--- config.mk ---
export PLATFORM = sky130hd
export DESIGN_NAME = operand_address_generation
export DESIGN_NICKNAME = d
export VERILOG_FILES = /design/src/operand_addr_pkg.sv /design/src/operand_calc_if.sv /design/src/operand_address_generation.sv /design/src/operand_addr_calc.sv
export VERILOG_INCLUDE_DIRS = /design/src
export SDC_FILE = /design/constraint.sdc
export NUM_CORES = 1
export LEC_CHECK = 0
export ABC_CLOCK_PERIOD_IN_PS = 15100
export BUFFER_PORTS_ARGS = -buffer_cell sky130_fd_sc_hd__buf_2
export CORE_AREA = 2 2 142 144
export DETAILED_ROUTE_END_ITERATION = 10
export DIE_AREA = 0 0 144 146
export GPL_ROUTABILITY_DRIVEN = 0
export PLACE_DENSITY_LB_ADDON = 0.15
export SYNTH_ARGS = -nofsm -noshare
export SYNTH_HDL_FRONTEND = slang
export SYNTH_SLANG_ARGS = --single-unit
--- constraint.sdc ---
create_clock -name clk -period 15.1 [get_ports clk]
set_input_delay 1.51 -clock clk [delete_from_list [all_inputs] [get_ports clk]]
set_output_delay 1.51 -clock clk [all_outputs]
set_load 0.01 [all_outputs]
--- src/operand_addr_defines.svh ---
// Constants of the operand address generator: address limits, offsets, codes and reset values.
`ifndef OPERAND_ADDR_DEFINES_SVH
`define OPERAND_ADDR_DEFINES_SVH

`define SHORT_LOW_LIMIT   8'h20
`define SHORT_UPPER_BITS  7'h7F
`define SFR_PAGE          8'hFF
`define SFR_HOLE_LO       8'hD0
`define SFR_HOLE_HI       8'hDF
`define HSRAM_LO          16'hFE20
`define HSRAM_HI          16'hFEFF
`define STACK_PAIR_STEP   16'h0002
`define OPC_LOAD_A_DE     8'h85
`define OPC_PUSH_DE       8'hB5
`define REG_X             3'h0
`define REG_A             3'h1
`define REG_C             3'h2
`define REG_B             3'h3
`define REG_E             3'h4
`define REG_D             3'h5
`define REG_L             3'h6
`define REG_H             3'h7
`define PAIR_AX           2'h0
`define PAIR_BC           2'h1
`define PAIR_DE           2'h2
`define PAIR_HL           2'h3
`define ADDR_RESET        16'h0000

`endif

--- src/operand_addr_pkg.sv ---
// Types shared by the operand address generator.
package operand_addr_pkg;

	typedef enum logic [3:0] {
		MODE_IMPLIED   = 4'h0,
		MODE_REGISTER  = 4'h1,
		MODE_DIRECT    = 4'h2,
		MODE_SHORT     = 4'h3,
		MODE_SFR       = 4'h4,
		MODE_INDIRECT  = 4'h5,
		MODE_BASED     = 4'h6,
		MODE_BASED_IDX = 4'h7,
		MODE_PUSH      = 4'h8,
		MODE_POP       = 4'h9
	} addr_mode_e;

	typedef enum logic [1:0] {
		ST_IDLE   = 2'b01,
		ST_ANSWER = 2'b10
	} gen_state_e;

endpackage

--- src/operand_calc_if.sv ---
// Carrier between the sequencer and the address arithmetic.
`timescale 1ns/10ps
interface operand_calc_if;
	operand_addr_pkg::addr_mode_e mode;
	logic [2:0]   byteRegisterCode;
	logic [1:0]   registerPairCode;
	logic [1:0]   bank;
	logic         wordAccess;
	logic [7:0]   imm8;
	logic [15:0]  absoluteAddressOperand;
	logic [255:0] generalRegs;
	logic [15:0]  stackPointerReg;
	logic [15:0]  addr;
	logic         addrOk;
	logic         stack;
	logic         fault;
	logic [4:0]   regNum;
	logic         regOk;
	logic [3:0]   pairNum;
	logic         pairOk;
	logic [15:0]  product;
	logic         productOk;

	modport calc (
		input  mode, byteRegisterCode, registerPairCode, bank, wordAccess, imm8,
		input  absoluteAddressOperand, generalRegs, stackPointerReg,
		output addr, addrOk, stack, fault, regNum, regOk, pairNum, pairOk, product, productOk
	);
	modport user (
		output mode, byteRegisterCode, registerPairCode, bank, wordAccess, imm8,
		output absoluteAddressOperand, generalRegs, stackPointerReg,
		input  addr, addrOk, stack, fault, regNum, regOk, pairNum, pairOk, product, productOk
	);
endinterface

--- src/operand_address_generation.sv ---
// Operand address generator: request sequencing, opcode overrides, registered answers.
`timescale 1ns/10ps
`include "operand_addr_defines.svh"
module operand_address_generation (
	input  wire logic         clk,
	input  wire logic         reset,
	input  wire logic         reqValid,
	input  wire logic [7:0]   opcode,
	input  wire logic [3:0]   addrMode,
	input  wire logic [2:0]   byteRegisterCode,
	input  wire logic [1:0]   registerPairCode,
	input  wire logic         wordAccess,
	input  wire logic [7:0]   imm8,
	input  wire logic [15:0]  absoluteAddressOperand,
	input  wire logic         bankSelectBit0,
	input  wire logic         bankSelectBit1,
	input  wire logic [255:0] generalRegs,
	input  wire logic [15:0]  stackPointerReg,
	output logic              ansValid,
	output logic [15:0]       memAddr,
	output logic              memValid,
	output logic              memWord,
	output logic              stackAccess,
	output logic [4:0]        regNumber,
	output logic              regValid,
	output logic [3:0]        pairNumber,
	output logic              pairValid,
	output logic [15:0]       product,
	output logic              productWrite,
	output logic              addrFault
);
	operand_calc_if c ();

	operand_addr_calc calcUnit (
		.c (c.calc)
	);

	operand_addr_pkg::gen_state_e state_ff;
	operand_addr_pkg::gen_state_e nxt_state;
	operand_addr_pkg::addr_mode_e effMode;
	logic        take;
	logic        effWord;
	logic [1:0]  effPair;
	logic        ansValid_ff;
	logic        nxt_ansValid;
	logic [15:0] memAddr_ff;
	logic [15:0] nxt_memAddr;
	logic        memValid_ff;
	logic        nxt_memValid;
	logic        memWord_ff;
	logic        nxt_memWord;
	logic        stack_ff;
	logic        nxt_stack;
	logic [4:0]  regNumber_ff;
	logic [4:0]  nxt_regNumber;
	logic        regValid_ff;
	logic        nxt_regValid;
	logic [3:0]  pairNumber_ff;
	logic [3:0]  nxt_pairNumber;
	logic        pairValid_ff;
	logic        nxt_pairValid;
	logic [15:0] product_ff;
	logic [15:0] nxt_product;
	logic        productWrite_ff;
	logic        nxt_productWrite;
	logic        fault_ff;
	logic        nxt_fault;

	// Two opcodes fix their own mode and pair, so the decode path need not set them.
	always_comb
	begin
		effMode = operand_addr_pkg::addr_mode_e'(addrMode);
		effPair = registerPairCode;
		effWord = wordAccess;
		if (opcode == `OPC_LOAD_A_DE)
		begin
			effMode = operand_addr_pkg::MODE_INDIRECT;
			effPair = `PAIR_DE;
			effWord = 1'b0;
		end
		else if (opcode == `OPC_PUSH_DE)
		begin
			effMode = operand_addr_pkg::MODE_PUSH;
			effPair = `PAIR_DE;
			effWord = 1'b1;
		end
	end

	assign c.mode                   = effMode;
	assign c.byteRegisterCode       = byteRegisterCode;
	assign c.registerPairCode       = effPair;
	assign c.bank                   = {bankSelectBit1, bankSelectBit0};
	assign c.wordAccess             = effWord;
	assign c.imm8                   = imm8;
	assign c.absoluteAddressOperand = absoluteAddressOperand;
	assign c.generalRegs            = generalRegs;
	assign c.stackPointerReg        = stackPointerReg;

	assign take = reqValid && (state_ff == operand_addr_pkg::ST_IDLE);

	// Valid strobes stand for exactly one cycle; a request in the answer cycle is dropped.
	always_comb
	begin
		nxt_state        = state_ff;
		nxt_ansValid     = 1'b0;
		nxt_memAddr      = memAddr_ff;
		nxt_memValid     = 1'b0;
		nxt_memWord      = memWord_ff;
		nxt_stack        = 1'b0;
		nxt_regNumber    = regNumber_ff;
		nxt_regValid     = 1'b0;
		nxt_pairNumber   = pairNumber_ff;
		nxt_pairValid    = 1'b0;
		nxt_product      = product_ff;
		nxt_productWrite = 1'b0;
		nxt_fault        = 1'b0;
		case (state_ff)
			operand_addr_pkg::ST_IDLE:
			begin
				if (take)
				begin
					nxt_state        = operand_addr_pkg::ST_ANSWER;
					nxt_ansValid     = 1'b1;
					nxt_memAddr      = c.addr;
					nxt_memValid     = c.addrOk;
					// Stack transfers always move a whole pair, whatever the decode path says.
					nxt_memWord      = effWord || c.stack;
					nxt_stack        = c.stack;
					nxt_regNumber    = c.regNum;
					nxt_regValid     = c.regOk;
					nxt_pairNumber   = c.pairNum;
					nxt_pairValid    = c.pairOk;
					nxt_product      = c.product;
					nxt_productWrite = c.productOk;
					nxt_fault        = c.fault;
				end
			end
			operand_addr_pkg::ST_ANSWER:
			begin
				nxt_state = operand_addr_pkg::ST_IDLE;
			end
			default:
			begin
				nxt_state = operand_addr_pkg::ST_IDLE;
			end
		endcase
	end

	always_ff @(posedge clk)
	begin
		if (reset)
		begin
			state_ff        <= operand_addr_pkg::ST_IDLE;
			ansValid_ff     <= 1'b0;
			memAddr_ff      <= `ADDR_RESET;
			memValid_ff     <= 1'b0;
			memWord_ff      <= 1'b0;
			stack_ff        <= 1'b0;
			regNumber_ff    <= 5'h00;
			regValid_ff     <= 1'b0;
			pairNumber_ff   <= 4'h0;
			pairValid_ff    <= 1'b0;
			product_ff      <= 16'h0000;
			productWrite_ff <= 1'b0;
			fault_ff        <= 1'b0;
		end
		else
		begin
			state_ff        <= nxt_state;
			ansValid_ff     <= nxt_ansValid;
			memAddr_ff      <= nxt_memAddr;
			memValid_ff     <= nxt_memValid;
			memWord_ff      <= nxt_memWord;
			stack_ff        <= nxt_stack;
			regNumber_ff    <= nxt_regNumber;
			regValid_ff     <= nxt_regValid;
			pairNumber_ff   <= nxt_pairNumber;
			pairValid_ff    <= nxt_pairValid;
			product_ff      <= nxt_product;
			productWrite_ff <= nxt_productWrite;
			fault_ff        <= nxt_fault;
		end
	end

	assign ansValid     = ansValid_ff;
	assign memAddr      = memAddr_ff;
	assign memValid     = memValid_ff;
	assign memWord      = memWord_ff;
	assign stackAccess  = stack_ff;
	assign regNumber    = regNumber_ff;
	assign regValid     = regValid_ff;
	assign pairNumber   = pairNumber_ff;
	assign pairValid    = pairValid_ff;
	assign product      = product_ff;
	assign productWrite = productWrite_ff;
	assign addrFault    = fault_ff;

	answer_timing_a: assert property (@(posedge clk) disable iff (reset)
		take |=> ansValid_ff ##1 !ansValid_ff)
		else $error("Answer did not stand for exactly one cycle.");

	mul_target_a: assert property (@(posedge clk) disable iff (reset)
		productWrite_ff |-> pairNumber_ff[1:0] == `PAIR_AX && ansValid_ff &&
		product_ff == 16'($past(generalRegs[{bankSelectBit1, bankSelectBit0, `REG_A, 3'b000} +: 8]) *
		$past(generalRegs[{bankSelectBit1, bankSelectBit0, byteRegisterCode, 3'b000} +: 8])))
		else $error("Multiply product or target pair is wrong.");

	reg_select_a: assert property (@(posedge clk) disable iff (reset)
		regValid_ff |-> regNumber_ff == {$past(bankSelectBit1), $past(bankSelectBit0), $past(byteRegisterCode)})
		else $error("Byte register number does not follow bank and code.");

	direct_addr_a: assert property (@(posedge clk) disable iff (reset)
		take && effMode == operand_addr_pkg::MODE_DIRECT |=> memValid_ff && memAddr_ff == $past(absoluteAddressOperand))
		else $error("Direct address differs from the immediate.");

	short_addr_a: assert property (@(posedge clk) disable iff (reset)
		take && effMode == operand_addr_pkg::MODE_SHORT |=>
		memAddr_ff[15:8] == ($past(imm8) < `SHORT_LOW_LIMIT ? 8'hFF : 8'hFE) &&
		memAddr_ff[7:1] == $past(imm8[7:1]))
		else $error("Short direct address formed wrongly.");

	word_even_a: assert property (@(posedge clk) disable iff (reset)
		take && effWord && (effMode == operand_addr_pkg::MODE_SHORT || effMode == operand_addr_pkg::MODE_SFR)
		|=> !memAddr_ff[0])
		else $error("Word access produced an odd address.");

	sfr_addr_a: assert property (@(posedge clk) disable iff (reset)
		take && effMode == operand_addr_pkg::MODE_SFR && !effWord |=>
		memAddr_ff == {`SFR_PAGE, $past(imm8)} && memValid_ff != addrFault)
		else $error("Special register address formed wrongly.");

	based_sum_a: assert property (@(posedge clk) disable iff (reset)
		take && effMode == operand_addr_pkg::MODE_BASED |=>
		memAddr_ff == 16'($past(generalRegs[{bankSelectBit1, bankSelectBit0, `REG_H, 3'b000} +: 8]) * 256 +
		$past(generalRegs[{bankSelectBit1, bankSelectBit0, `REG_L, 3'b000} +: 8]) + $past(imm8)))
		else $error("Based address sum is wrong.");

	stack_ram_a: assert property (@(posedge clk) disable iff (reset)
		memValid_ff && stackAccess |-> memAddr_ff >= `HSRAM_LO && memAddr_ff < `HSRAM_HI)
		else $error("Stack access left high-speed RAM.");

	opcode_de_a: assert property (@(posedge clk) disable iff (reset)
		take && opcode == `OPC_LOAD_A_DE |=> !stackAccess && !memWord_ff &&
		memAddr_ff == {$past(generalRegs[{bankSelectBit1, bankSelectBit0, `REG_D, 3'b000} +: 8]),
		$past(generalRegs[{bankSelectBit1, bankSelectBit0, `REG_E, 3'b000} +: 8])})
		else $error("Indirect load did not use the third pair.");

	push_de_a: assert property (@(posedge clk) disable iff (reset)
		take && opcode == `OPC_PUSH_DE |=> stackAccess && pairValid_ff &&
		pairNumber_ff[1:0] == `PAIR_DE && memAddr_ff == 16'($past(stackPointerReg) - `STACK_PAIR_STEP))
		else $error("Push did not use the third pair below the stack pointer.");
endmodule

--- src/operand_addr_calc.sv ---
// Combinational address arithmetic for every operand addressing mode.
`timescale 1ns/10ps
`include "operand_addr_defines.svh"
module operand_addr_calc (
	operand_calc_if.calc c
);
	function automatic logic [7:0] regByte(input logic [255:0] regs, input logic [4:0] num);
		regByte = regs[{num, 3'b000} +: 8];
	endfunction

	function automatic logic [15:0] regPair(input logic [255:0] regs, input logic [1:0] bank, input logic [1:0] pc);
		regPair = {regByte(regs, {bank, pc, 1'b1}), regByte(regs, {bank, pc, 1'b0})};
	endfunction

	function automatic logic inHsram(input logic [15:0] a);
		inHsram = (a >= `HSRAM_LO) && (a <= `HSRAM_HI);
	endfunction

	logic [15:0] basePair;
	logic [15:0] stackAddr;

	always_comb
	begin
		basePair    = regPair(c.generalRegs, c.bank, `PAIR_HL);
		stackAddr   = c.stackPointerReg;
		c.addr      = `ADDR_RESET;
		c.addrOk    = 1'b0;
		c.stack     = 1'b0;
		c.fault     = 1'b0;
		c.regNum    = {c.bank, c.byteRegisterCode};
		c.regOk     = 1'b0;
		c.pairNum   = {c.bank, c.registerPairCode};
		c.pairOk    = 1'b0;
		c.product   = 16'h0000;
		c.productOk = 1'b0;
		case (c.mode)
			operand_addr_pkg::MODE_IMPLIED:
			begin
				c.product   = 16'(regByte(c.generalRegs, {c.bank, `REG_A}) *
					regByte(c.generalRegs, {c.bank, c.byteRegisterCode}));
				c.productOk = 1'b1;
				c.pairNum   = {c.bank, `PAIR_AX};
			end
			operand_addr_pkg::MODE_REGISTER:
			begin
				c.regOk  = !c.wordAccess;
				c.pairOk = c.wordAccess;
			end
			operand_addr_pkg::MODE_DIRECT:
			begin
				c.addr   = c.absoluteAddressOperand;
				c.addrOk = 1'b1;
			end
			operand_addr_pkg::MODE_SHORT:
			begin
				c.addr   = {`SHORT_UPPER_BITS, (c.imm8 < `SHORT_LOW_LIMIT),
					c.imm8[7:1], c.imm8[0] & !c.wordAccess};
				c.addrOk = 1'b1;
			end
			operand_addr_pkg::MODE_SFR:
			begin
				c.addr   = {`SFR_PAGE, c.imm8[7:1], c.imm8[0] & !c.wordAccess};
				c.fault  = (c.imm8 >= `SFR_HOLE_LO) && (c.imm8 <= `SFR_HOLE_HI);
				c.addrOk = !c.fault;
			end
			operand_addr_pkg::MODE_INDIRECT:
			begin
				c.addr   = regPair(c.generalRegs, c.bank, c.registerPairCode);
				c.addrOk = 1'b1;
			end
			operand_addr_pkg::MODE_BASED:
			begin
				c.addr   = 16'(basePair + {8'h00, c.imm8});
				c.addrOk = 1'b1;
			end
			operand_addr_pkg::MODE_BASED_IDX:
			begin
				c.addr   = 16'(basePair + {8'h00, regByte(c.generalRegs, {c.bank, c.byteRegisterCode})});
				c.addrOk = 1'b1;
			end
			operand_addr_pkg::MODE_PUSH, operand_addr_pkg::MODE_POP:
			begin
				// A push writes the pair below the current top, so the pointer drops first.
				if (c.mode == operand_addr_pkg::MODE_PUSH)
					stackAddr = 16'(c.stackPointerReg - `STACK_PAIR_STEP);
				c.addr   = stackAddr;
				c.stack  = 1'b1;
				c.pairOk = 1'b1;
				c.fault  = !inHsram(stackAddr) || !inHsram(16'(stackAddr + 16'h0001));
				c.addrOk = !c.fault;
			end
			default:
			begin
				c.fault = 1'b1;
			end
		endcase
	end
endmodule

### After elaboration in Yosys (flattened, before gate mapping)

Cells that the tools add are included.

| word-level totals | value |
|---|---|
| bits in registers | 51 |
| bits of input ports | 319 |
| output and inout port bits | 49 |
| word-level logic and storage cells | 83 |

| cells by class | value |
|---|---|
| add/sub/neg operators | 4 |
| multiply operators | 1 |
| $lt $le $gt $ge | 7 |
| eq/ne operators | 12 |
| shift-type cells | 6 |
| muxes and demuxes | 17 |
| bitwise logic cells | 4 |
| reduce and logical (&&, ||, !) cells | 19 |

Operators with widths:

| operator | count |
|---|---|
| variable part select 256 x 9 -> 8 bit | 6 |
| one-hot mux 16 bit (7 select lines) | 1 |
| 2-to-1 mux 16 bit | 3 |
| adder 16 x 8 -> 16 bit | 2 |
| greater-or-equal comparator 16 bit, second input constant | 2 |
| less-or-equal comparator 16 bit, second input constant | 2 |
| adder 16 x 1 -> 16 bit, second input constant | 1 |
| equality test 4 x 3 -> 1 bit, second input constant | 4 |
| equality test 8 bit, second input constant | 2 |
| multiplier 8 x 8 -> 16 bit | 1 |
| subtractor 16 x 2 -> 16 bit, second input constant | 1 |
| equality test 4 x 2 -> 1 bit, second input constant | 2 |
| equality test 4 bit, second input constant | 2 |
| greater-or-equal comparator 8 bit, second input constant | 1 |
| less-or-equal comparator 8 bit, second input constant | 1 |
| less-than comparator 8 x 6 -> 1 bit, second input constant | 1 |
| 2-to-1 mux 4 bit | 2 |
| OR reduction 7 bit | 1 |
| 2-to-1 mux 2 bit | 3 |
| one-hot mux 1 bit (3 select lines) | 2 |
| logical NOT 1 bit | 5 |
| 2-to-1 mux 1 bit | 5 |
| OR reduction 5 bit | 1 |
| equality test 4 x 1 -> 1 bit, second input constant | 1 |
| 11 further kinds | 18 |

### Depth between registers and ports, before layout

| logic depth | value |
|---|---|
| word-level depth | 13 |
| mapped depth | 24 |
| gate-level depth less buffers | 20 |

### Cells and area by module

Synthesis repeated with hierarchy kept, for this count alone.

| second synthesis, totals | value |
|---|---|
| cell total of the unflattened synthesis | 1,000 |
| area, all modules | 10,158.5 µm² |

Modules (own cells, without submodules):

| module | times used | cells an instance | area each (µm²) |
|---|---|---|---|
| operand_addr_calc | 1 | 774 | 8,334.2 |
| operand_address_generation | 1 | 226 | 1,824.2 |

### Worst setup path before layout

OpenSTA, ideal clock, no wires.

| timing | value |
|---|---|
| path kind | input-to-reg |
| from | input port byteRegisterCode[0] |
| to | register product_ff[13] (netlist: product[13]) |
| library setup time | 0.117 ns |
| arrival time | 6.998 ns |
| data required time | 14.983 ns |
| slack | 7.985 ns |
| stages on the path | 22 |
| path buffers | 2 |
| cell sequence | buf_2 buf_2 mux4_2 mux4_2 mux2i_2 nor2_1 fa_1 inv_1 fa_1 inv_1 fa_1 inv_1 fa_1 inv_1 ha_1 o21ai_0 o21bai_1 a31o_2 nand4_1 and3b_1 xnor2_1 a22o_1 |

| on the way | value |
|---|---|
| word-level cells in the longest chain between the ends | 3 |

Ends and longest elaborated chain:

| what | RTL line | source |
|---|---|---|
| start, declared | operand_address_generation.sv:10 | `input wire logic [2:0] byteRegisterCode,` |
| variable part select 256 x 9 -> 8 bit | operand_addr_calc.sv:8 | `regByte = regs[{num, 3'b000} +: 8];` |
| multiplier 8 x 8 -> 16 bit | operand_addr_calc.sv:39 | `` c.product = 16'(regByte(c.generalRegs, {c.bank, `REG_A}) * `` |
| 2-to-1 mux 16 bit | operand_addr_calc.sv:36 | `case (c.mode)` |
| end signal, assigned | operand_address_generation.sv:179 | `product_ff <= nxt_product;` |
| end, declared | operand_address_generation.sv:62 | `logic [15:0] product_ff;` |

Every way passes these cells.
A chain may end at the register's enable or synchronous reset.

### Final worst setup path

Same ends and word-level chain as after synthesis.

==> summary.md <==
| Metric | Value |
|---|---|
| Post-layout min period | between 8 and 9 ns |
| Total chip power | 1.22 mW |
| Max Slew Vio Count | 0 |
| Arrival time worst endpoint | between 8 and 9 ns |
| Final instance area | 12200 µm² |
| Most common cell after layout, fill and taps aside | buf_2 |
| Clock sink count | 49 |
| DR WL/cell | 26.2 µm |
| DIE HEIGHT | roughly 150 µm |
| Count of flip-flops with a built-in enable after synthesis | 0 |
| Synthesized Nets | 1550 |
| Drt pass-1 iters | 6 |
| Critical Path, Cell by Cell | buf_4 > buf_4 > mux4_2 > mux4_2 > mux2i_2 > nor2_1 > fa_1 > inv_1 > fa_1 > inv_1 > fa_1 > inv_1 > fa_1 > inv_1 > ha_1 > o21ai_0 > o21bai_1 > a31o_2 > nand4_1 > and3b_1 > xnor2_1 > a22o_1 |
| Vias | 12200 |
| Layout fillers | 1686 |
| GR Overflow Total | 0 |
| Htree depth | 2 |
| I/O pin cnt | 368 |
| Relative slew slack | 0.261 |
| WP data required | 15.30 ns |
| Row count | 51 |
| Vias in the first global route | 11800 |
| First-pass GRT wire length | 67800 µm |
| Crit-path max FO | 39 |
| Initial Util | 0.524 |
| Area leader, netlist | mux4_2 |
| Period utilization | 0.532 |
| Most frequent cells in the layout | 365 x buf_2, 122 x nand2_1, 96 x mux4_2 |
| Vias per Instance | 7.11 |
| Synthesized flop and latch total | 49 |
| WS Path Type | in -> reg |
| Clock buffer depth | 2 |
| Gate Count Post-Synth | 1149 |
| DRC viols | 0 |
| Post-Syn Area | between 10000 and 15000 µm² |
| Final-report hold violation count | 0 |
| Post-CTS Setup Inserts | 0 |
| Setup crit end kind | register |
| Root Driver | clkbuf_16 |
| Nets | 1851 |
| R2R Setup Slk | 11.90 ns |
| Die Wd | 144 µm |
| Core ar. | 19300 µm² |
| Leak | 5.29 nW |
| Final setup fails | 0 |
| Max cap viols | 0 |
| Slowest stage delay, CP | 0.68 ns |
| Prevailing post-synth register cell | dfxtp_1 |
| ANT nets after route | 0 |
| Largest net degree at the start of global routing | 71 |
| Final core utilization | 0.630 |
| Sequential share of the synthesized area | 0.0969 |
| Fmax | 125 MHz |
| Cell Area, Placed | 12000 µm² |
| DIE AREA | approximately 21000 µm² |
| CTS Buf Count | 5 |
| IO Port Bufs | roughly 370 |
| HP Class | reg -> reg |
| Sequential cell area | 981 µm² |
| Synth warnings | 0 |
| Outcome | finished clean |
| Maximum vdd drop | 132 µV |
| Post-synth ARST share | 0 |
| Final hold slack | 0.455 ns |
| PD cells | 100 nW/µm² |
| Post-DP HPWL | 35200 µm |
| Post-CTS Hold Buffers | 0 |
| Syn-to-layout area delta | 20.4% |
| Yosys top cell area share | 0.214 |
| Layout Skew | 0.00386 ns |
| RSZ-0062 raised after global routing | false |
| Post-Route WL | 45100 µm |
| Synth area leaders | mux4_2 21%, dfxtp_1 9.7%, fa_1 7.3% |
| 1st-iter DRT viols | 1754 |
| Setup total negative slack | 0 ns |
| Tightest Pin Transition | 1.11 ns |
| Crit path buffers/inverters | 6 |
| Clock Latency Late Sink | 0.30 ns |
| Share of cells above drive strength 1 | 0.376 |
| CP Launch Type | input port |
| Syn_area_per_cell | around 8.8 µm² |
| CTS tree | done |
| Aggregate global-route resource usage | 0.422 |
| Cell variety after synth | slightly above 80 |
| Top delay family on crit path | adder cells |
| Critical-path top delay cell | buf_4 |
| Post-cts resize count | 0 |
| Initial antenna violation count | 4 |
| Worst-path clk slew | ~0.07 ns |
| Multi-input combinational cell area | 8510 µm² |
==> sequential cells by signal, indices dropped and copies added, names as in the netlist <==
register / cells
addrFault: 1
ansValid: 1
memAddr: 16
memValid: 1
memWord: 1
pairNumber: 2
pairValid: 1
product: 16
productWrite: 1
regNumber: 5
regValid: 1
stackAccess: 1
state_ff: 2
==> path summary, 6_finish.rpt <==
kind	start	to	depth (start not counted)
worst max-delay path	byteRegisterCode[0]	product[13]	22
worst max register to register	state_ff[1]	memAddr[1]	8
worst min register to register	regNumber[2]	regNumber[2]	2
worst min-delay path	regNumber[2]	regNumber[2]	2
==> worst reg2reg max path: cells and delay by family (launching register included) <==
family / cells / cell delay, ns
AO/OA/AOI/OAI: 3 / 1.47
AND/OR/NAND/NOR: 4 / 1.12
flip-flops: 1 / 0.31
buffers and inverters: 1 / 0.23
==> final cells by class <==
class                   instances  share of cell area
multi-input cells             949               0.698
repair buffers                386               0.163
flip-flops and latches         49              0.0805
well taps                     265              0.0272
inverters                      59              0.0182
clock buffers                   5              0.0103
clock inverters                 3             0.00175
diodes                          5             0.00103
==> power by group <==
part / switching (mW) / leakage, nW / internal, mW
Sequential: 0.00413 / 0.398 / 0.135
Combinational: 0.542 / 4.83 / 0.421
Clock: 0.0545 / 0.0702 / 0.0618
==> kinds of logic (layout without fill, tap and decap cells) <==
family / after synthesis / count (layout) / share of synthesized area
adders and majority gates: 82 / 82 / 0.129
and+or+nand+nor: 336 / 336 / 0.158
AOI/OAI and AO/OA: 347 / 347 / 0.250
buffers and inverters: 151 / 453 / 0.0638
DFF: 49 / 49 / 0.0969
muxes: 145 / 145 / 0.268
other: 0 / 5 / 0
xor gates and xnor gates: 39 / 39 / 0.0345
==> stage by stage <==
| stage | setup WS, ns | cells |
|---|---|---|
| final | 7.07 | 1721 |
| after global routing | 6.68 | 1720 |
| after CTS | 7.05 | 1716 |
| after detailed placement | 6.74 | 1708 |
| after global placement | 6.90 | 1708 |
| after floorplan | 7.99 | 1149 |
==> cell usage after synthesis (30+ instances only) <==
master and instances:
o21ai_0 40, fa_1 37, a221oi_1 44, a211oi_1 30, buf_2 32, nor2_1 89
nand2_1 122, dfxtp_1 49, inv_1 57, mux4_2 96, clkbuf_1 43, ha_1 45
a21oi_1 65
==> per-layer routing <==
layer,track usage,share of wire,vias to the layer above
met5,0,0,-
met2,0.657,0.45,1102
met1,0.527,0.34,5751
met3,0.103,0.13,260
met4,0.257,0.076,0
li1,-,-,5128
No activity file was read; power rests on OpenSTA's default activity.
